## config.mk

```make
export PLATFORM = sky130hd
export DESIGN_NAME = ssag_guard
export DESIGN_NICKNAME = d
export VERILOG_FILES = /design/src/rtl/ssag_pkg.sv /design/src/rtl/ssag_guard.sv
export SDC_FILE = /design/constraint.sdc
export NUM_CORES = 1
export LEC_CHECK = 0
export BUFFER_PORTS_ARGS = -buffer_cell sky130_fd_sc_hd__buf_2
export CORE_MARGIN = 2
export CORE_UTILIZATION = 40
export DETAILED_ROUTE_END_ITERATION = 10
export GPL_ROUTABILITY_DRIVEN = 0
export GPL_TIMING_DRIVEN = 0
export PLACE_DENSITY = 0.62
export SETUP_SLACK_MARGIN = 0.15
export SKIP_LAST_GASP = 1
export SLEW_MARGIN = 20
export SYNTH_ARGS = -nofsm -noshare
export SYNTH_HDL_FRONTEND = slang
export SYNTH_SLANG_ARGS = --single-unit
```

## constraint.sdc

```tcl
create_clock -name ref_clk -period 2.9 [get_ports ref_clk]
set_clock_uncertainty 0.2 [all_clocks]
set_input_delay 0.29 -clock ref_clk [delete_from_list [all_inputs] [get_ports ref_clk]]
set_output_delay 0.29 -clock ref_clk [all_outputs]
set_load 0.005 [all_outputs]
```

## src/rtl/ssag_pkg.sv

```systemverilog
/*
 * Constants for the security supervisor access guard: register map,
 * field positions, reset values and timing counts.
 * Assumes a 32-bit processor address space and 8-bit register data.
 */
package ssag_pkg;
	// register offsets (byte addresses, word aligned)
	localparam logic [7:0] SSAG_OFS_DET_STATUS = 8'h00;
	localparam logic [7:0] SSAG_OFS_DET_REACT = 8'h04;
	localparam logic [7:0] SSAG_OFS_SEC_WREN = 8'h08;
	localparam logic [7:0] SSAG_OFS_MEM_ACCESS_CFG = 8'h0C;
	localparam logic [7:0] SSAG_OFS_VIOL_MON = 8'h10;
	localparam logic [7:0] SSAG_OFS_MODE = 8'h14;
	localparam logic [7:0] SSAG_OFS_REGION_BASE = 8'h40;
	localparam logic [7:0] SSAG_OFS_REGION_LIMIT = 8'h60;
	localparam logic [7:0] SSAG_OFS_REGION_ATTR = 8'h80;
	// detector bit positions
	localparam int SSAG_DET_FREQ = 0;
	localparam int SSAG_DET_VOLT = 1;
	localparam int SSAG_DET_TEMP = 2;
	localparam int SSAG_DET_LIGHT = 3;
	localparam int SSAG_DET_LASER = 4;
	localparam int SSAG_DET_INSUL = 5;
	localparam int SSAG_DET_SHIELD = 6;
	localparam int SSAG_DET_GLITCH = 7;
	localparam int SSAG_NUM_DET = 8;
	localparam int SSAG_NUM_REGION = 8;
	// violation monitor bit positions
	localparam int SSAG_VIOL_INVALID = 0;
	localparam int SSAG_VIOL_REGION = 1;
	localparam int SSAG_VIOL_EXEC = 2;
	localparam int SSAG_VIOL_SECWR = 3;
	localparam int SSAG_VIOL_TRACE = 4;
	localparam int SSAG_VIOL_TESTCMD = 5;
	localparam int SSAG_VIOL_PHYS = 6;
	// region attribute bits: user read, user write, user exec, privileged write
	localparam int SSAG_ATTR_UR = 0;
	localparam int SSAG_ATTR_UW = 1;
	localparam int SSAG_ATTR_UX = 2;
	localparam int SSAG_ATTR_PW = 3;
	localparam int SSAG_ATTR_EN = 7;
	// memory access config bits
	localparam int SSAG_MAC_FLASH_UX = 0;
	localparam int SSAG_MAC_FLASH_PX = 1;
	localparam int SSAG_MAC_RAM_UACC = 2;
	// reset values and normal-mode switch code
	localparam logic [7:0] SSAG_RST_REACT = 8'hFF;
	localparam logic [7:0] SSAG_RST_MAC = 8'h03;
	localparam logic [7:0] SSAG_RST_ATTR = 8'h00;
	localparam logic [7:0] SSAG_MODE_CODE_NORMAL = 8'hA5;
	// address map (upper byte of the address)
	localparam logic [7:0] SSAG_MAP_ROM = 8'h00;
	localparam logic [7:0] SSAG_MAP_FLASH = 8'h01;
	localparam logic [7:0] SSAG_MAP_RAM = 8'h02;
	localparam logic [7:0] SSAG_MAP_SFR = 8'h03;
	localparam logic [7:0] SSAG_MAP_TRACE = 8'h04;
	// write-enable window
	localparam int SSAG_WIN_CYCLES = 128;
	localparam logic [7:0] SSAG_WIN_LAST = 8'(SSAG_WIN_CYCLES - 1);
	// reset pulse length issued on a reset reaction
	localparam logic [3:0] SSAG_RST_PULSE = 4'h8;
	typedef enum logic [1:0]
	{
		SSAG_MODE_LOCKED = 2'b00,
		SSAG_MODE_TEST = 2'b01,
		SSAG_MODE_NORMAL = 2'b10
	} ssag_mode_type;
endpackage

```

## src/rtl/ssag_guard.sv

```systemverilog
/*
 * Security supervisor access guard: detector event log and reaction,
 * security register write window, memory protection, flash execution
 * check, address map check and one-way test-to-normal switch.
 * Assumes detector and test-protocol inputs are asynchronous pins and the
 * processor bus check signals are on ref_clk.
 */
// Our own choices: the address-and-strobe port and the address map.
// Summary of operation
// - every detector event is latched into a readable status register
// - per light, laser, insulation or shield detector, software picks chip reset or fast interrupt reaction
// - frequency, voltage, temperature or glitch events force reset
// - eight detector inputs: freq, volt, temp, light, laser, insulation, shield, glitch
// - no register can disable detection; only the reaction is configurable
// - physical attack detection causes reset or fast interrupt
// - security registers lock unless write-enable set within 128 cycles of reset
// - access to an invalid address raises the fast interrupt
// - access rights from memory access config and regions; violation interrupts
// - eight protection regions, each with its own attributes
// - region violation raises interrupt and sets a monitor flag
// - flash fetches checked against execute rights; invalid fetch interrupts
// - checks depend on privileged or user mode; privileged code configures
// - power-on reset returns every register to its default
// - test to normal switch holds until the next reset
// - traceability area is read-only in normal mode
// - test mode granted only after password accepted
// - normal mode rejects test commands and functional tests
`timescale 1ns/10ps
`default_nettype none
module ssag_guard
	import ssag_pkg::*;
(
	input wire logic ref_clk,
	input wire logic rst_n,
	input wire logic [7:0] reg_addr,
	input wire logic [7:0] reg_wdata,
	input wire logic reg_wr,
	input wire logic reg_rd,
	output logic [7:0] reg_rdata_ff,
	input wire logic [SSAG_NUM_DET-1:0] det_event,
	input wire logic bus_valid,
	input wire logic [31:0] bus_addr,
	input wire logic bus_write,
	input wire logic bus_fetch,
	input wire logic bus_priv,
	output logic bus_block_ff,
	input wire logic test_pwd_ok,
	input wire logic test_cmd,
	output logic test_cmd_ok_ff,
	output logic test_mode_ff,
	output logic nonmaskable_fast_interrupt_ff,
	output logic chip_reset_ff
);
	logic [SSAG_NUM_DET-1:0] det_s1_ff;
	logic [SSAG_NUM_DET-1:0] det_s2_ff;
	logic [SSAG_NUM_DET-1:0] det_prev_ff;
	logic [1:0] pwd_sync_ff;
	logic [1:0] tcmd_sync_ff;
	logic [SSAG_NUM_DET-1:0] det_status_ff;
	logic [SSAG_NUM_DET-1:0] det_react_ff;
	logic [7:0] mem_access_config_ff;
	logic [7:0] fast_irq_violation_monitor_ff;
	logic [7:0] region_base_ff [SSAG_NUM_REGION];
	logic [7:0] region_limit_ff [SSAG_NUM_REGION];
	logic [7:0] region_attr_ff [SSAG_NUM_REGION];
	logic [7:0] win_cnt_ff;
	logic win_open_ff;
	logic sec_wren_ff;
	logic sec_lock_ff;
	ssag_mode_type mode_ff;
	logic [3:0] rst_cnt_ff;
	logic [SSAG_NUM_DET-1:0] det_rise;
	logic [SSAG_NUM_DET-1:0] fatal_mask;
	logic react_reset;
	logic sec_wr;
	logic sec_reg_sel;
	logic ram_deny;
	logic [2:0] reg_idx;
	logic [7:0] viol_set;
	logic [7:0] nxt_rdata;
	logic region_hit;
	logic region_deny;
	logic invalid_addr;
	logic exec_deny;
	logic trace_deny;
	logic test_rise;

	// pin synchronisers
	always_ff @(posedge ref_clk or negedge rst_n)
	begin
		if (!rst_n)
		begin
			det_s1_ff <= '0;
			det_s2_ff <= '0;
			det_prev_ff <= '0;
			pwd_sync_ff <= 2'h0;
			tcmd_sync_ff <= 2'h0;
		end
		else
		begin
			det_s1_ff <= det_event;
			det_s2_ff <= det_s1_ff;
			det_prev_ff <= det_s2_ff;
			pwd_sync_ff <= {pwd_sync_ff[0], test_pwd_ok};
			tcmd_sync_ff <= {tcmd_sync_ff[0], test_cmd};
		end
	end

	assign det_rise = det_s2_ff & ~det_prev_ff;
	assign test_rise = tcmd_sync_ff[1];
	// environmental failures always reset
	assign fatal_mask = SSAG_NUM_DET'((1 << SSAG_DET_FREQ) | (1 << SSAG_DET_VOLT)
		| (1 << SSAG_DET_TEMP) | (1 << SSAG_DET_GLITCH));
	assign react_reset = |(det_s2_ff & (det_react_ff | fatal_mask));

	// security register write window
	always_ff @(posedge ref_clk or negedge rst_n)
	begin
		if (!rst_n)
		begin
			win_cnt_ff <= 8'h00;
			win_open_ff <= 1'b1;
		end
		else if (win_open_ff)
		begin
			win_cnt_ff <= win_cnt_ff + 8'h01;
			if (win_cnt_ff == SSAG_WIN_LAST)
				win_open_ff <= 1'b0;
		end
	end

	assign reg_idx = reg_addr[4:2];
	assign sec_wr = reg_wr && !sec_lock_ff;
	// only security registers count as refused writes once locked
	assign sec_reg_sel = reg_addr == SSAG_OFS_SEC_WREN || reg_addr == SSAG_OFS_DET_REACT
		|| reg_addr == SSAG_OFS_MEM_ACCESS_CFG || reg_addr[7:5] == SSAG_OFS_REGION_BASE[7:5]
		|| reg_addr[7:5] == SSAG_OFS_REGION_LIMIT[7:5] || reg_addr[7:5] == SSAG_OFS_REGION_ATTR[7:5];

	always_ff @(posedge ref_clk or negedge rst_n)
	begin
		if (!rst_n)
		begin
			sec_wren_ff <= 1'b0;
			sec_lock_ff <= 1'b0;
		end
		else
		begin
			if (reg_wr && reg_addr == SSAG_OFS_SEC_WREN && win_open_ff && reg_wdata[0])
				sec_wren_ff <= 1'b1;
			if (!win_open_ff && !sec_wren_ff && !(reg_wr && reg_addr == SSAG_OFS_SEC_WREN))
				sec_lock_ff <= 1'b1;
			else if (win_open_ff && win_cnt_ff == SSAG_WIN_LAST && !sec_wren_ff
				&& !(reg_wr && reg_addr == SSAG_OFS_SEC_WREN && reg_wdata[0]))
				sec_lock_ff <= 1'b1;
		end
	end

	// detector status, reaction config
	always_ff @(posedge ref_clk or negedge rst_n)
	begin
		if (!rst_n)
			det_status_ff <= '0;
		else if (reg_wr && reg_addr == SSAG_OFS_DET_STATUS)
			det_status_ff <= (det_status_ff & ~reg_wdata) | det_rise;
		else
			det_status_ff <= det_status_ff | det_rise;
	end

	always_ff @(posedge ref_clk or negedge rst_n)
	begin
		if (!rst_n)
		begin
			det_react_ff <= SSAG_RST_REACT;
			mem_access_config_ff <= SSAG_RST_MAC;
		end
		else if (sec_wr)
		begin
			// only the reaction is writable; detection has no off switch
			if (reg_addr == SSAG_OFS_DET_REACT)
				det_react_ff <= reg_wdata;
			if (reg_addr == SSAG_OFS_MEM_ACCESS_CFG && bus_priv)
				mem_access_config_ff <= reg_wdata;
		end
	end

	// protection regions, privileged configuration only
	always_ff @(posedge ref_clk or negedge rst_n)
	begin
		if (!rst_n)
		begin
			for (int i = 0; i < SSAG_NUM_REGION; i++)
			begin
				region_base_ff[i] <= 8'h00;
				region_limit_ff[i] <= 8'h00;
				region_attr_ff[i] <= SSAG_RST_ATTR;
			end
		end
		else if (sec_wr && bus_priv)
		begin
			if (reg_addr[7:5] == SSAG_OFS_REGION_BASE[7:5])
				region_base_ff[reg_idx] <= reg_wdata;
			if (reg_addr[7:5] == SSAG_OFS_REGION_LIMIT[7:5])
				region_limit_ff[reg_idx] <= reg_wdata;
			if (reg_addr[7:5] == SSAG_OFS_REGION_ATTR[7:5])
				region_attr_ff[reg_idx] <= reg_wdata;
		end
	end

	// access checks
	always_comb
	begin
		region_hit = 1'b0;
		region_deny = 1'b0;
		for (int i = 0; i < SSAG_NUM_REGION; i++)
		begin
			if (region_attr_ff[i][SSAG_ATTR_EN] && bus_addr[15:8] >= region_base_ff[i]
				&& bus_addr[15:8] <= region_limit_ff[i])
			begin
				region_hit = 1'b1;
				if (!bus_priv && ((bus_write && !region_attr_ff[i][SSAG_ATTR_UW])
					|| (!bus_write && !region_attr_ff[i][SSAG_ATTR_UR])
					|| (bus_fetch && !region_attr_ff[i][SSAG_ATTR_UX])))
					region_deny = 1'b1;
				if (bus_priv && bus_write && !region_attr_ff[i][SSAG_ATTR_PW])
					region_deny = 1'b1;
			end
		end
	end

	assign invalid_addr = bus_addr[31:24] > SSAG_MAP_TRACE
		|| (bus_fetch && (bus_addr[31:24] == SSAG_MAP_SFR || bus_addr[31:24] == SSAG_MAP_TRACE))
		|| (bus_write && bus_addr[31:24] == SSAG_MAP_ROM);
	assign exec_deny = bus_fetch && bus_addr[31:24] == SSAG_MAP_FLASH
		&& !(bus_priv ? mem_access_config_ff[SSAG_MAC_FLASH_PX]
		: mem_access_config_ff[SSAG_MAC_FLASH_UX]);
	assign trace_deny = bus_write && bus_addr[31:24] == SSAG_MAP_TRACE && mode_ff != SSAG_MODE_TEST;
	// user access to ram outside any region
	assign ram_deny = !bus_priv && !region_hit && bus_addr[31:24] == SSAG_MAP_RAM
		&& !mem_access_config_ff[SSAG_MAC_RAM_UACC];

	always_comb
	begin
		viol_set = 8'h00;
		if (bus_valid)
		begin
			viol_set[SSAG_VIOL_INVALID] = invalid_addr;
			viol_set[SSAG_VIOL_REGION] = region_deny || ram_deny;
			viol_set[SSAG_VIOL_EXEC] = exec_deny;
			viol_set[SSAG_VIOL_TRACE] = trace_deny;
		end
		viol_set[SSAG_VIOL_SECWR] = reg_wr && sec_reg_sel && sec_lock_ff;
		viol_set[SSAG_VIOL_TESTCMD] = test_rise && mode_ff != SSAG_MODE_TEST;
		viol_set[SSAG_VIOL_PHYS] = |(det_rise & ~det_react_ff & ~fatal_mask);
	end

	always_ff @(posedge ref_clk or negedge rst_n)
	begin
		if (!rst_n)
			fast_irq_violation_monitor_ff <= 8'h00;
		else if (reg_wr && reg_addr == SSAG_OFS_VIOL_MON)
			fast_irq_violation_monitor_ff <= (fast_irq_violation_monitor_ff & ~reg_wdata) | viol_set;
		else
			fast_irq_violation_monitor_ff <= fast_irq_violation_monitor_ff | viol_set;
	end

	always_ff @(posedge ref_clk or negedge rst_n)
	begin
		if (!rst_n)
		begin
			nonmaskable_fast_interrupt_ff <= 1'b0;
			bus_block_ff <= 1'b0;
		end
		else
		begin
			nonmaskable_fast_interrupt_ff <= |viol_set || |fast_irq_violation_monitor_ff;
			bus_block_ff <= bus_valid && (invalid_addr || region_deny || ram_deny || exec_deny
				|| trace_deny);
		end
	end

	// one-way mode switch
	always_ff @(posedge ref_clk or negedge rst_n)
	begin
		if (!rst_n)
			mode_ff <= SSAG_MODE_LOCKED;
		else
		begin
			case (mode_ff)
				SSAG_MODE_LOCKED:
					if (pwd_sync_ff[1])
						mode_ff <= SSAG_MODE_TEST;
					else if (reg_wr && reg_addr == SSAG_OFS_MODE && reg_wdata == SSAG_MODE_CODE_NORMAL)
						mode_ff <= SSAG_MODE_NORMAL;
				SSAG_MODE_TEST:
					if (reg_wr && reg_addr == SSAG_OFS_MODE && reg_wdata == SSAG_MODE_CODE_NORMAL)
						mode_ff <= SSAG_MODE_NORMAL;
				SSAG_MODE_NORMAL:
					mode_ff <= SSAG_MODE_NORMAL;
				default:
					mode_ff <= SSAG_MODE_NORMAL;
			endcase
		end
	end

	always_ff @(posedge ref_clk or negedge rst_n)
	begin
		if (!rst_n)
		begin
			test_cmd_ok_ff <= 1'b0;
			test_mode_ff <= 1'b0;
		end
		else
		begin
			test_cmd_ok_ff <= test_rise && mode_ff == SSAG_MODE_TEST;
			test_mode_ff <= mode_ff == SSAG_MODE_TEST;
		end
	end

	// chip reset pulse
	always_ff @(posedge ref_clk or negedge rst_n)
	begin
		if (!rst_n)
		begin
			rst_cnt_ff <= 4'h0;
			chip_reset_ff <= 1'b0;
		end
		else
		begin
			if (react_reset)
				rst_cnt_ff <= SSAG_RST_PULSE;
			else if (rst_cnt_ff != 4'h0)
				rst_cnt_ff <= rst_cnt_ff - 4'h1;
			chip_reset_ff <= react_reset || rst_cnt_ff != 4'h0;
		end
	end

	// register read
	always_comb
	begin
		nxt_rdata = 8'h00;
		case (reg_addr[7:5])
			SSAG_OFS_REGION_BASE[7:5]:
				nxt_rdata = region_base_ff[reg_idx];
			SSAG_OFS_REGION_LIMIT[7:5]:
				nxt_rdata = region_limit_ff[reg_idx];
			SSAG_OFS_REGION_ATTR[7:5]:
				nxt_rdata = region_attr_ff[reg_idx];
			default:
				case (reg_addr)
					SSAG_OFS_DET_STATUS:
						nxt_rdata = det_status_ff;
					SSAG_OFS_DET_REACT:
						nxt_rdata = det_react_ff;
					SSAG_OFS_SEC_WREN:
						nxt_rdata = {6'h00, sec_lock_ff, sec_wren_ff};
					SSAG_OFS_MEM_ACCESS_CFG:
						nxt_rdata = mem_access_config_ff;
					SSAG_OFS_VIOL_MON:
						nxt_rdata = fast_irq_violation_monitor_ff;
					SSAG_OFS_MODE:
						nxt_rdata = {6'h00, mode_ff};
					default:
						nxt_rdata = 8'h00;
				endcase
		endcase
	end

	always_ff @(posedge ref_clk or negedge rst_n)
	begin
		if (!rst_n)
			reg_rdata_ff <= 8'h00;
		else
			reg_rdata_ff <= reg_rd ? nxt_rdata : 8'h00;
	end
endmodule
`default_nettype wire

```

After elaboration in Yosys (flattened, before gate mapping)
Cells that the tools add are included.
{ "totals": {"register_bits": 282, "latchBits": 0, "mem_bits_rw": 0, "romBits": 0, "elab_cells": 334, "n_memories": 0} }
{ "classes": {"add_sub_neg": 2, "multipliers": 0, "n_div": 0, "magnitude_cmp": 19, "eq_ne": 16, "shift": 0, "mux": 63, "n_bitwise": 13, "n_reduce_logical": 176} }
{ "ops": {"columns": ["op", "count"], "rows": [
  ["64-bit bitwise mux", 3],
  ["1-bit logical AND", 88],
  ["8-bit 2-to-1 mux", 10],
  ["8-bit binary-select mux with 3-bit select", 3],
  ["8-bit greater-or-equal comparator", 8],
  ["8-bit <= comparator", 8],
  ["8-bit case mux with 6 select lines", 1],
  ["1-bit logical NOT", 42],
  ["1-bit 2-to-1 mux", 38],
  ["8-bit bitwise AND", 4],
  ["1-bit logical OR", 31],
  ["8-bit demux with 3-bit select", 1],
  ["8-bit case mux with 3 select lines", 1],
  ["8-bit by 2-bit equality test with 1-bit output, second input constant", 2],
  ["8-bit by 3-bit equality test with 1-bit output, second input constant", 2],
  ["8-bit by 4-bit equality test with 1-bit output, second input constant", 2],
  ["8-bit by 5-bit equality test with 1-bit output, second input constant", 2],
  ["8-bit logical NOT", 2],
  ["8-bit NOT", 2],
  ["8-bit by 7-bit OR with 8-bit output", 2],
  ["8-bit OR", 2],
  ["8-bit OR reduction", 2],
  ["2-bit AND reduction", 5],
  ["10-bit OR reduction", 1],
  ["23 further kinds", 27]
]} }

Depth between registers and ports, before layout
Gate-level depths: netlist of the first run.
{ "logic_depth": {"word_depth": 34, "ltp_mapped": 9} }

Worst setup path before layout of the first run
OpenSTA, ideal clock, no wires.
{ "synth_timing": {"path_kind": "input to register", "from": "input port bus_addr[8]", "to": "register bus_block_ff", "setup_ps": 141, "t_arrival_ps": 2197, "required_ps": 2559, "path_slack_ps": 362, "stages": 9, "cell_sequence": "inv_1 -> ha_1 -> nand2b_4 -> a2111oi_2 -> o31a_1 -> a21oi_1 -> and2_4 -> o41ai_4 -> nand4b_1"} }
{ "synth_between": {"elab_chain_cells": 30, "elab_cells_between_ends": 71} }
{ "synth_lines": {"columns": ["element", "line_no", "source"], "rows": [
  ["start: declaration", "ssag_guard.sv:42", "input wire logic [31:0] bus_addr,"],
  ["8-bit greater-or-equal comparator", "ssag_guard.sv:216", "if (region_attr_ff[i][SSAG_ATTR_EN] && bus_addr[15:8] >= region_base_ff[i]"],
  ["1-bit logical AND", "ssag_guard.sv:216", null],
  ["1-bit logical AND", "ssag_guard.sv:217", "&& bus_addr[15:8] <= region_limit_ff[i])"],
  ["1-bit 2-to-1 mux", "ssag_guard.sv:216", null],
  ["1-bit 2-to-1 mux", "ssag_guard.sv:220", "if (!bus_priv && ((bus_write && !region_attr_ff[i][SSAG_ATTR_UW])"],
  ["1-bit 2-to-1 mux", "ssag_guard.sv:224", "if (bus_priv && bus_write && !region_attr_ff[i][SSAG_ATTR_PW])"],
  ["1-bit 2-to-1 mux", "ssag_guard.sv:216", null],
  ["1-bit 2-to-1 mux", "ssag_guard.sv:220", null],
  ["(+13 left out)", null, null],
  ["1-bit 2-to-1 mux", "ssag_guard.sv:216", null],
  ["1-bit 2-to-1 mux", "ssag_guard.sv:220", null],
  ["1-bit 2-to-1 mux", "ssag_guard.sv:224", null],
  ["1-bit 2-to-1 mux", "ssag_guard.sv:216", null],
  ["1-bit logical OR", "ssag_guard.sv:276", "bus_block_ff <= bus_valid && (invalid_addr || region_deny || ram_deny || exec_deny"],
  ["1-bit logical OR * (2 in series)", "ssag_guard.sv:276", null],
  ["1-bit logical OR *", "ssag_guard.sv:277", "|| trace_deny);"],
  ["1-bit logical AND *", "ssag_guard.sv:276", null],
  ["end signal: assignment", "ssag_guard.sv:276", null],
  ["end: declaration", "ssag_guard.sv:46", "output logic bus_block_ff,"]
]} }
Mark *: on every way between the ends. The rest lies on a longest branch, timed or not.
A chain may end at the register's enable or synchronous reset.

Final worst setup path of the first run
{ "layout_timing": {"from": "register region_base_ff[62] (netlist bit)", "to": "register nonmaskable_fast_interrupt_ff"} }
{ "layout_between": {"elab_chain_cells": 29, "elab_cells_between_ends": 41} }
{ "layout_lines": {"columns": ["element", "line_no", "source"], "rows": [
  ["start: declaration", "ssag_guard.sv:63", "logic [7:0] region_base_ff [SSAG_NUM_REGION];"],
  ["start signal: indexed assignment", "ssag_guard.sv:201", "region_base_ff[reg_idx] <= reg_wdata;"],
  ["8-bit greater-or-equal comparator *", "ssag_guard.sv:216", null],
  ["1-bit logical AND *", "ssag_guard.sv:216", null],
  ["1-bit logical AND *", "ssag_guard.sv:217", null],
  ["1-bit 2-to-1 mux", "ssag_guard.sv:216", null],
  ["1-bit 2-to-1 mux", "ssag_guard.sv:220", null],
  ["1-bit 2-to-1 mux", "ssag_guard.sv:224", null],
  ["1-bit 2-to-1 mux", "ssag_guard.sv:216", null],
  ["1-bit 2-to-1 mux", "ssag_guard.sv:220", null],
  ["(+13 left out)", null, null],
  ["1-bit 2-to-1 mux", "ssag_guard.sv:216", null],
  ["1-bit 2-to-1 mux", "ssag_guard.sv:220", null],
  ["1-bit 2-to-1 mux", "ssag_guard.sv:224", null],
  ["1-bit 2-to-1 mux", "ssag_guard.sv:216", null],
  ["1-bit logical OR *", "ssag_guard.sv:247", "viol_set[SSAG_VIOL_REGION] = region_deny || ram_deny;"],
  ["3-bit 2-to-1 mux *", "ssag_guard.sv:244", "if (bus_valid)"],
  ["10-bit OR reduction *", "ssag_guard.sv:275", "nonmaskable_fast_interrupt_ff <= |viol_set || |fast_irq_violation_monitor_ff;"],
  ["1-bit logical OR *", "ssag_guard.sv:275", null],
  ["end signal: assignment", "ssag_guard.sv:275", null],
  ["end: declaration", "ssag_guard.sv:51", "output logic nonmaskable_fast_interrupt_ff,"]
]} }
Marked as above.

==> results of run 1 <==
## what timing repair did
item,4_1_cts,5_1_grt
resized for setup,11,20
endpoints found under the setup margin,3,3
pin swaps,4,8
hold buffers,18,0
hold endpoints to repair,103,0
buffers inserted,5,3
## kinds of logic (layout without fill, tap and decap cells)
kind of cell	Yosys count	in the layout
and+or+nand+nor	336	336
AOI/OAI and AO/OA	288	288
DFF	282	282
buffers and inverters	206	351
muxes	194	194
adders and majority gates	131	131
xor gates and xnor gates	8	8
## path summary, 6_finish.rpt
path | cells past startpoint | start | endpoint
setup / recovery | 8 | region_base_ff[62]$_DFFE_PN0P_ | nonmaskable_fast_interrupt_ff$_DFF_PN0_
hold / removal | 5 | bus_addr[25] | fast_irq_violation_monitor_ff[2]$_DFF_PN0_
setup reg to reg | 8 | region_base_ff[62]$_DFFE_PN0P_ | nonmaskable_fast_interrupt_ff$_DFF_PN0_
hold reg to reg | 0 | det_s1_ff[0]$_DFF_PN0_ | det_s2_ff[0]$_DFF_PN0_
max in group asynchronous | 3 | rst_n | det_react_ff[1]$_DFFE_PN1P_
min in group asynchronous | 2 | rst_n | region_limit_ff[37]$_DFFE_PN0P_
## stage by stage
step	cell area [sq um]	TNS [ns]
final	18450	0
after global routing	18450	0
after CTS	18270	0
after global placement	16860	-1096.80
after floorplan	15920	0
after detailed placement	16930	-1.740
## layer usage
metal	part of all wire, %	wire, um
met2	47	22650
met4	4.5	2186
met1	41	20060
met3	7.2	3476
met5	0.025	12
## cell usage in the layout, fill, tap and decap left out, drive strengths merged, types with 11 or more instances in the layout
| cell type | Yosys | routed |
|---|---|---|
| buf | 40 | 108 |
| a22oi | 18 | 18 |
| ha | 131 | 131 |
| dfrtp | 271 | 271 |
| dlygate4sd3 | 0 | 18 |
| nor2 | 48 | 48 |
| mux4 | 48 | 48 |
| inv | 137 | 139 |
| mux2i | 22 | 22 |
| nand3 | 18 | 18 |
| mux2 | 124 | 124 |
| nand2b | 22 | 22 |
| a21oi | 51 | 51 |
| o21ai | 118 | 118 |
| nand2 | 154 | 154 |
| nor2b | 18 | 18 |
| clkbuf | 29 | 76 |
| a211oi | 15 | 15 |
| dfstp | 11 | 11 |
| nand4 | 25 | 25 |
## critical path: cells and delay by family (launching register included)
| family | cells | cell delay (ns) |
|---|---|---|
| flip-flops | 1 | 0.37 |
| AO/OA/AOI/OAI | 5 | 1.43 |
| adder cells (fa/ha/maj) | 1 | 0.31 |
| buffers and inverters | 1 | 0.07 |
| AND/OR/NAND/NOR | 1 | 0.15 |
## sequential cells by signal, indices dropped and copies added, names as in the netlist, 4 cells and up
signal / cells
region_base_ff: 64
det_s1_ff: 8
fast_irq_violation_monitor_ff: 8
det_s2_ff: 8
rst_cnt_ff: 4
det_status_ff: 8
region_attr_ff: 64
det_prev_ff: 8
mem_access_config_ff: 8
region_limit_ff: 64
det_react_ff: 8
reg_rdata_ff: 8
win_cnt_ff: 8
## layout make-up
cell class | instances | share of cell area, %
clock buffers | 47 | 5.203
repair buffers | 86 | 3.317
inverters | 137 | 2.808
flip-flops and latches | 282 | 38.33
multi-input cells | 957 | 44.36
clock inverters | 12 | 0.4952
well taps | 525 | 3.561
plain buffers | 69 | 1.920
## power by group through the flow
stage | logic [mW] | registers [mW] | clock network, mW
3_5_place_dp | 0.687 | 4.05 | 0
5_1_grt | 0.796 | 3.98 | 4.27
4_1_cts | 0.716 | 3.98 | 4.11
6_report | 0.734 | 3.98 | 4.04
3_3_place_gp | 0.664 | 4.05 | 0
2_1_floorplan | 0.331 | 4.05 | 0
==> run metrics, run 1 <==
Die Span Y 203.5 um; critical path arrival 2.88 ns; Area growth syn-to-layout 15.88%; sequential cell area 0.007071 sq mm; Final setup viols 0; Mapped Nets 1642; leading post-synthesis cells by cell area dfrtp_1 (43%), ha_1 (10%), mux2_2 (8.7%); DP HPWL 34620 um; post-layout util 46.64%; most frequent cell after synthesis dfrtp_1; prevailing post-synth register cell dfrtp_1; Antenna diodes 0; Yosys cell types 76; Syn. warnings 0; CTS Root Cell clkbuf_16; global-route track usage on met1 between 30% and 40%; Worst Hold Class primary input to flop; cell type with the largest total area after synthesis dfrtp_1; simple-gate share of the synthesized area a little over a tenth; CP Max Fanout 3; Adder-Cell Fraction of Synth Area between 10% and 20%; vias per inst 5.736; met2 Use GR 37.76%; antenna violations before repair 1; post-synthesis cell count 1445; WL per Instance ~23 um; Post-Synth XOR/XNOR Area 0.4402%; gr busiest metal met2; syn avg cell area ~11 sq um; core area 0.03955 sq mm; placed instance count 2030; clock buffer count from CTS 34; Final Hold Viols 0; IO Port Bufs 58; clk_lat worst skew about 0.52 ns; Power Total 8.757 mW; Pleak between 8 and 9 nW; worst hold margin 0.01476 ns; routed wire length 48390 um; Overflow after GRT 0; main combinational cell family by area after synthesis multiplexers; GRT met3 Usage 4.554%; status finished, final reports clean; PwrDens 474.7 mW/mm^2; clock sinks 282; Internal Dissipation 6.536 mW; critical path type flop to flop; final slew viol count 0; Least-Margin Pin Slew 1.001 ns; Vias 12130; area of the multi-input gates 0.008183 sq mm; CTS tree yes; VDD IR max 0.0003164 V; drt first pass iters 7; part of the power in registers 45.5%; CP Launch Type flop; crit-path max cell delay 0.44 ns; Critical Path RT 3.16 ns; Post-Place Setup Slack -0.6008 ns; Final Cycle Share 90.49%; top cells by count, synth dfrtp_1 (271), nand2_1 (153), inv_1 (136); fraction of registers with async set/reset 100.0%; multiplexer share of the synthesized area 16.95%; CP max-delay cell a2111oi_2; Switch Pwr 2.221 mW; clock-pin slew on the worst setup and hold paths 0.06 ns; Initial Utilization between 40% and 50%; FMAX 0.3811 GHz; Die ar. 0.04141 sq mm; Rel. slew slack between 30% and 40%; Compound-Gate Fraction of Synth Area 11.52%; DRC viols 0; FF-to-FF setup slack 0.28 ns; vias in the first global route 12180; drt initial violations 978; critical path, cell by cell inv_1 > ha_1 > a21o_1 > a21oi_1 > a32oi_4 > a2111oi_2 > o2111ai_2 > nand4_1; Filler Cell Count 3611; post-detailed-route count of antenna-violating nets 0; nature of the critical path endpoint flop; Die Wd 203.5 um; setup ws final 0.2758 ns; largest net degree at the start of global routing 103; global-route wire length before repair roughly 74000 um; I/O Pins 79; num rows 73; number of flops mapped to enable cells by yosys 0; Min Clock Period, post-route around 2.6 ns; Seq cells post-synth about 280; RSZ-0062 raised after global routing no; Synth top area share 42.60%; Final Non-Filler Cells between 2000 and 2500; Clock power frac a little under half; H-tree levels 2; Post-Synthesis Cell Area roughly 0.016 sq mm; layout cells sized above 1 between 20% and 30%; clk buf depth 3; Nets 1764; sequential area share after synthesis 44.42%; switching share of power between 20% and 30%; Global Route Usage Sum 23.77%; Gate power share 8.4%; Max Cap Violations 0
Power figures use the tool's default switching activity.
==> run 2: changes to the inputs <==
--- a/config.mk
+++ b/config.mk
@@ -11,10 +11,10 @@
 export DETAILED_ROUTE_END_ITERATION = 10
 export GPL_ROUTABILITY_DRIVEN = 0
 export GPL_TIMING_DRIVEN = 0
-export PLACE_DENSITY = 0.62
+export PLACE_DENSITY = 0.64
 export SETUP_SLACK_MARGIN = 0.15
 export SKIP_LAST_GASP = 1
-export SLEW_MARGIN = 20
+export SLEW_MARGIN = 10
 export SYNTH_ARGS = -nofsm -noshare
 export SYNTH_HDL_FRONTEND = slang
 export SYNTH_SLANG_ARGS = --single-unit
==> constraint.sdc (replaced) <==
create_clock -name ref_clk -period 2.2 [get_ports ref_clk]
set_clock_uncertainty 0.2 [all_clocks]
set_input_delay 0.22 -clock ref_clk [delete_from_list [all_inputs] [get_ports ref_clk]]
set_output_delay 0.22 -clock ref_clk [all_outputs]
set_load 0.005 [all_outputs]
==> run metrics, run 2 (synthesis results as in run 1) <==
status finished with violations (was finished, final reports clean); violated checks hold timing, setup timing; core area 0.03955 sq mm (unchanged); nature of the critical path endpoint flop (unchanged); Global Route Usage Sum 23.70% (was 23.77%); clk_lat worst skew 0.58 ns (was 0.52 ns); commonest non-fill, non-tap cell in the layout dfrtp_1 (unchanged); Die Wd 203.5 um (unchanged); global-route track usage on met1 31.11% (was 31.41%); Vias 12310 (was 12130); R2R cell count 8 (unchanged); DP HPWL 34360 um (was 34620 um); Die ar. 0.04141 sq mm (unchanged); CP Max Fanout 3 (unchanged); Setup crit end nonmaskable_fast_interrupt_ff$_DFF_PN0_ (unchanged); Final Cycle Share 119.9% (was 90.49%); critical path arrival 2.88 ns (about the same); drt first pass iters 5 (was 7); critical path type flop to flop (unchanged); layout cells sized above 1 27.50% (was 25.16%); Worst Hold Class primary input to asynchronous set/reset pin (was primary input to flop); Area growth syn-to-layout 19.02% (was 15.88%); antenna violations before repair 0 (was 1); Final Non-Filler Cells 2147 (was 2115); clk buf depth 3 (unchanged); FF-to-FF setup slack -0.44 ns (was 0.28 ns); Max Cap Violations 0 (unchanged); CTS Root Cell clkbuf_16 (unchanged); vias in the first global route 12280 (was 12180); DRC viols 0 (unchanged); num rows 73 (unchanged); RSZ-0062 raised after global routing yes (was no); Pleak 8.786 nW (was 8.617 nW); placed instance count 2030 (unchanged); IO Port Bufs 58 (unchanged); CTS tree yes (unchanged); FMAX 0.3792 GHz (was 0.3811 GHz); CP Launch Type flop (unchanged); most frequent cells in the layout dfrtp_1 (271), nand2_1 (150), inv_1 (131) (was dfrtp_1 (271), nand2_1 (153), inv_1 (133)); RR Endpoint nonmaskable_fast_interrupt_ff$_DFF_PN0_ (unchanged); vias per inst 5.734 (was 5.736); final slew viol count 0 (unchanged); clock sinks 282 (unchanged); setup ws final -0.4372 ns (was 0.2758 ns); GRT met3 Usage 3.643% (was 4.554%); Final setup viols 3 (was 0); H-tree levels 1 (was 2); Least-Margin Pin Slew 0.9697 ns (was 1.001 ns); drt initial violations 1115 (was 978); I/O Pins 79 (unchanged); Largest regs region_attr_ff (64), region_base_ff (64), region_limit_ff (64) (unchanged); Initial Utilization 40.25% (unchanged); Rel. slew slack 35.35% (was 33.26%); gr busiest metal met2 (unchanged); TNS Setup -1.218 ns (was 0 ns); VDD IR max 0.0005981 V (was 0.0003164 V); PwrDens 609.6 mW/mm^2 (was 474.7 mW/mm^2); post-detailed-route count of antenna-violating nets 0 (unchanged); crit path from region_base_ff[56]$_DFFE_PN0P_ (was region_base_ff[62]$_DFFE_PN0P_); Overflow after GRT 0 (unchanged); clock-pin slew on the worst setup and hold paths 0.06 ns (about the same); global-route wire length before repair 74180 um (was 73700 um); Die Span Y 203.5 um (unchanged); routed wire length 49070 um (was 48390 um); largest net degree at the start of global routing 109 (was 103); Nets 1795 (was 1764); startpoint of the worst register-to-register path region_base_ff[56]$_DFFE_PN0P_ (was region_base_ff[62]$_DFFE_PN0P_); Critical Path RT 2.44 ns (was 3.16 ns); WL per Instance 22.85 um (was 22.88 um); Min Clock Period, post-route 2.637 ns (was 2.624 ns); worst hold margin -0.06427 ns (was 0.01476 ns); clock buffer count from CTS 30 (was 34); met2 Use GR 38.41% (was 37.76%); Final Hold Viols 39 (was 0); Antenna diodes 0 (unchanged)
## run 2: cell count changes in the layout (fill, tap and decap cells not counted), moves of 6 or more
cell and change:
buf_4 +28, nor2_4 +16, dlygate4sd3_1 +8, nor2_1 -8, nor2_2 -8, buf_2 -6
## run 2: power breakdown
group / internal, mW / switching (mW) / leakage [nW]
clock: 3.09 / 2.21 / 0.516
sequential: 5.23 / 0.0192 / 3.28
combinational: 0.327 / 0.675 / 4.99
total: 8.65 / 2.90 / 8.79
## run 2: per-stage QoR
step	hold WS [ns]	cell area, sq um	setup slack [ns]	power, mW	utilization (%)
floorplan	-0.2756	15960	-0.1868	5.776	-
global placement	0.1279	16900	-4.616	6.215	42.74
detailed placement	0.03571	16970	-1.104	6.247	42.90
CTS	0.02536	18650	-0.4261	11.57	47.14
global route	0.008210	18950	-0.5371	11.88	47.90
finish	-0.06427	18950	-0.4372	11.55	47.90
## run 2: how the worst min path moves through the flow
stage / start / endpoint / slack, ns / cells past startpoint
3_3_place_gp: test_cmd / tcmd_sync_ff[0]$_DFF_PN0_ / 0.13 / 1
4_1_cts: rst_n / region_limit_ff[45]$_DFFE_PN0P_ / 0.03 / 2
5_1_grt: rst_n / region_limit_ff[45]$_DFFE_PN0P_ / 0.008 / 2
3_5_place_dp: rst_n / region_limit_ff[45]$_DFFE_PN0P_ / 0.04 / 1
2_1_floorplan: rst_n / bus_block_ff$_DFF_PN0_ / -0.28 / 0
6_report: rst_n / region_limit_ff[45]$_DFFE_PN0P_ / -0.06 / 2
## run 2: layout make-up
| class | instances | area [sq um] |
|---|---|---|
| multi-input combinational | 957 | 8381 |
| sequential | 282 | 7071 |
| inverter | 137 | 518.0 |
| tap | 525 | 656.9 |
| clock buffer | 46 | 910.9 |
| timing repair buffer | 121 | 899.6 |
| buffer | 69 | 380.4 |
| clock inverter | 10 | 128.9 |
| fill | 3486 | 20600 |
## run 2: worst max-delay path: stages, from the launching register on
cell,delay [ns]
dfrtp_1,0.42
ha_4,0.25
nand2b_4,0.14
a2111oi_4,0.28
a211o_1,0.18
a32oi_4,0.15
a32o_2,0.29
o41ai_4,0.43
nand4_1,0.16
## run 2: metal layers
layer	share of wire (%)	routed length (um)	up-vias
met4	5.2	2560	0
met1	42	20510	6265
met2	46	22770	439
met5	0	0	-
li1	-	-	5486
met3	6.6	3234	120
## run 2: what timing repair did
action	CTS	global route
setup buffers	20	15
endpoints found under the hold margin	191	0
hold buffers	26	0
setup endpoints to repair	133	198
resized for setup	42	44
pin swaps	16	14
==> run 3: changes to the inputs <==
==> constraint.sdc (replaced) <==
create_clock -name ref_clk -period 2.4 [get_ports ref_clk]
set_clock_uncertainty 0.2 [all_clocks]
set_input_delay 0.24 -clock ref_clk [delete_from_list [all_inputs] [get_ports ref_clk]]
set_output_delay 0.24 -clock ref_clk [all_outputs]
set_load 0.005 [all_outputs]
==> run metrics, run 3 (synthesis results as in run 1) <==
global-route wire length before repair 74110 um (was 74180 um); Least-Margin Pin Slew 0.9749 ns (was 0.9697 ns); Largest regs region_attr_ff (64), region_base_ff (64), region_limit_ff (64) (unchanged); drt initial violations 1085 (was 1115); IO Port Bufs 58 (unchanged); Final Cycle Share 110.9% (was 119.9%); Antenna diodes 0 (unchanged); FMAX 0.3758 GHz (was 0.3792 GHz); Die Wd 203.5 um (unchanged); Max Cap Violations 0 (unchanged); violated checks hold timing, setup timing (unchanged); VDD IR max 0.0005493 V (was 0.0005981 V); CTS tree yes (unchanged); Global Route Usage Sum 23.71% (was 23.70%); largest net degree at the start of global routing 109 (unchanged); I/O Pins 79 (unchanged); critical path, cell by cell inv_2 > ha_4 > nand3_4 > o221a_4 > o2111ai_4 > o31ai_4 > a32o_2 > o41ai_4 > nand4_1 (was ha_4 > nand2b_4 > a2111oi_4 > a211o_1 > a32oi_4 > a32o_2 > o41ai_4 > nand4_1); Area growth syn-to-layout 17.51% (was 19.02%); WL per Instance 22.86 um (was 22.85 um); commonest non-fill, non-tap cell in the layout dfrtp_1 (unchanged); Die ar. 0.04141 sq mm (unchanged); startpoint of the worst register-to-register path region_limit_ff[51]$_DFFE_PN0P_ (was region_base_ff[56]$_DFFE_PN0P_); crit path from region_limit_ff[51]$_DFFE_PN0P_ (was region_base_ff[56]$_DFFE_PN0P_); Min Clock Period, post-route 2.661 ns (was 2.637 ns); most frequent cells in the layout dfrtp_1 (271), nand2_1 (150), inv_1 (132) (was dfrtp_1 (271), nand2_1 (150), inv_1 (131)); H-tree levels 1 (unchanged); placed instance count 2030 (unchanged); crit-path max cell delay 0.43 ns (about the same); Pleak 8.711 nW (was 8.786 nW); layout cells sized above 1 26.41% (was 27.50%); Die Span Y 203.5 um (unchanged); R2R cell count 9 (was 8); Final setup viols 3 (unchanged); Worst Hold Class primary input to asynchronous set/reset pin (unchanged); antenna violations before repair 0 (unchanged); DRC viols 0 (unchanged); Critical Path RT 2.64 ns (was 2.44 ns); core area 0.03955 sq mm (unchanged); RR Endpoint nonmaskable_fast_interrupt_ff$_DFF_PN0_ (unchanged); TNS Setup -0.6698 ns (was -1.218 ns); global-route track usage on met1 31.34% (was 31.11%); CP Max Fanout 3 (unchanged); CP Launch Type flop (unchanged); Initial Utilization 40.25% (unchanged); RSZ-0062 raised after global routing yes (unchanged); FF-to-FF setup slack -0.26 ns (was -0.44 ns); CTS Root Cell clkbuf_16 (unchanged); PwrDens 566.0 mW/mm^2 (was 609.6 mW/mm^2); DP HPWL 34360 um (unchanged); setup ws final -0.2608 ns (was -0.4372 ns); Rel. slew slack 35.01% (was 35.35%); nature of the critical path endpoint flop (unchanged); Overflow after GRT 0 (unchanged); worst hold margin -0.0002255 ns (was -0.06427 ns); gr busiest metal met2 (unchanged); clock buffer count from CTS 30 (unchanged); vias per inst 5.713 (was 5.734); Nets 1782 (was 1795); clk_lat worst skew 0.59 ns (was 0.58 ns); CP max-delay cell o41ai_4 (unchanged); critical path arrival 2.91 ns (was 2.88 ns); post-detailed-route count of antenna-violating nets 0 (unchanged); vias in the first global route 12250 (was 12280); Vias 12190 (was 12310); drt first pass iters 5 (unchanged); Filler Cell Count 3517 (was 3486); routed wire length 48790 um (was 49070 um); num rows 73 (unchanged); Final Hold Viols 1 (was 39); clock sinks 282 (unchanged); GRT met3 Usage 3.356% (was 3.643%); clock-pin slew on the worst setup and hold paths 0.06 ns (about the same); critical path type flop to flop (unchanged); clk buf depth 3 (unchanged); status finished with violations (unchanged); final slew viol count 0 (unchanged); met2 Use GR 38.42% (was 38.41%); Final Non-Filler Cells 2134 (was 2147)
run 3: worst max-delay path by stage:
stage / end / depth (start not counted)
global placement: test_cmd_ok_ff$_DFF_PN0_ / 1
finish: nonmaskable_fast_interrupt_ff$_DFF_PN0_ / 9
CTS: nonmaskable_fast_interrupt_ff$_DFF_PN0_ / 8
global route: nonmaskable_fast_interrupt_ff$_DFF_PN0_ / 9
floorplan: bus_block_ff$_DFF_PN0_ / 9
detailed placement: nonmaskable_fast_interrupt_ff$_DFF_PN0_ / 10
run 3: worst max-delay path, delay by kind of cell, from the launching register on:
| family | cells | cell delay [ns] |
|---|---|---|
| and+or+nand+nor | 2 | 0.25 |
| buffers and inverters | 1 | 0.06 |
| DFF | 1 | 0.36 |
| adders and majority gates | 1 | 0.28 |
| AOI/OAI and AO/OA | 5 | 1.36 |
run 3: per-stage QoR:
stage / hold slack, ns / util [%] / setup slack (ns) / total power, mW / area [sq um]
global route: 0.04920 / 47.29 / -0.3374 / 10.88 / 18700
global placement: 0.1325 / 42.74 / -4.436 / 5.697 / 16900
detailed placement: 0.05571 / 42.90 / -0.9237 / 5.727 / 16970
floorplan: -0.2556 / - / -0.006848 / 5.295 / 15960
finish: -0.0002255 / 47.29 / -0.2608 / 10.59 / 18700
CTS: 0.004372 / 46.92 / -0.2261 / 10.61 / 18560
run 3: timing repair:
| action | 4_1_cts | 5_1_grt |
|---|---|---|
| endpoints found under the setup margin | 81 | 94 |
| pin swaps | 16 | 8 |
| gates resized for setup | 28 | 23 |
| cloned | 0 | 0 |
| hold endpoints to repair | 117 | 0 |
| hold buffers | 26 | 0 |
| setup buffers | 17 | 5 |
run 3: final cells by class:
type                            instances  area, sq um  share of cell area [%]
Multi-Input combinational cell        957         8282                   44.28
Sequential cell                       282         7071                   37.80
Clock buffer                           46        910.9                   4.870
Timing Repair Buffer                  108        780.7                   4.174
Tap cell                              525        656.9                   3.512
Inverter                              137        518.0                   2.769
Buffer                                 69        356.6                   1.906
Clock inverter                         10        128.9                  0.6890
run 3: layer usage:
metal / up-vias / part of all wire, %
met5: - / 0
met4: 0 / 5.0
met3: 116 / 6.4
met2: 423 / 47
met1: 6190 / 42
li1: 5463 / -
run 3: power by group:
part / switching, mW / internal [mW] / leakage (nW)
Combinational: 0.612 / 0.297 / 4.91
Clock: 2.04 / 2.83 / 0.516
Sequential: 0.0175 / 4.79 / 3.28
Total: 2.67 / 7.92 / 8.71
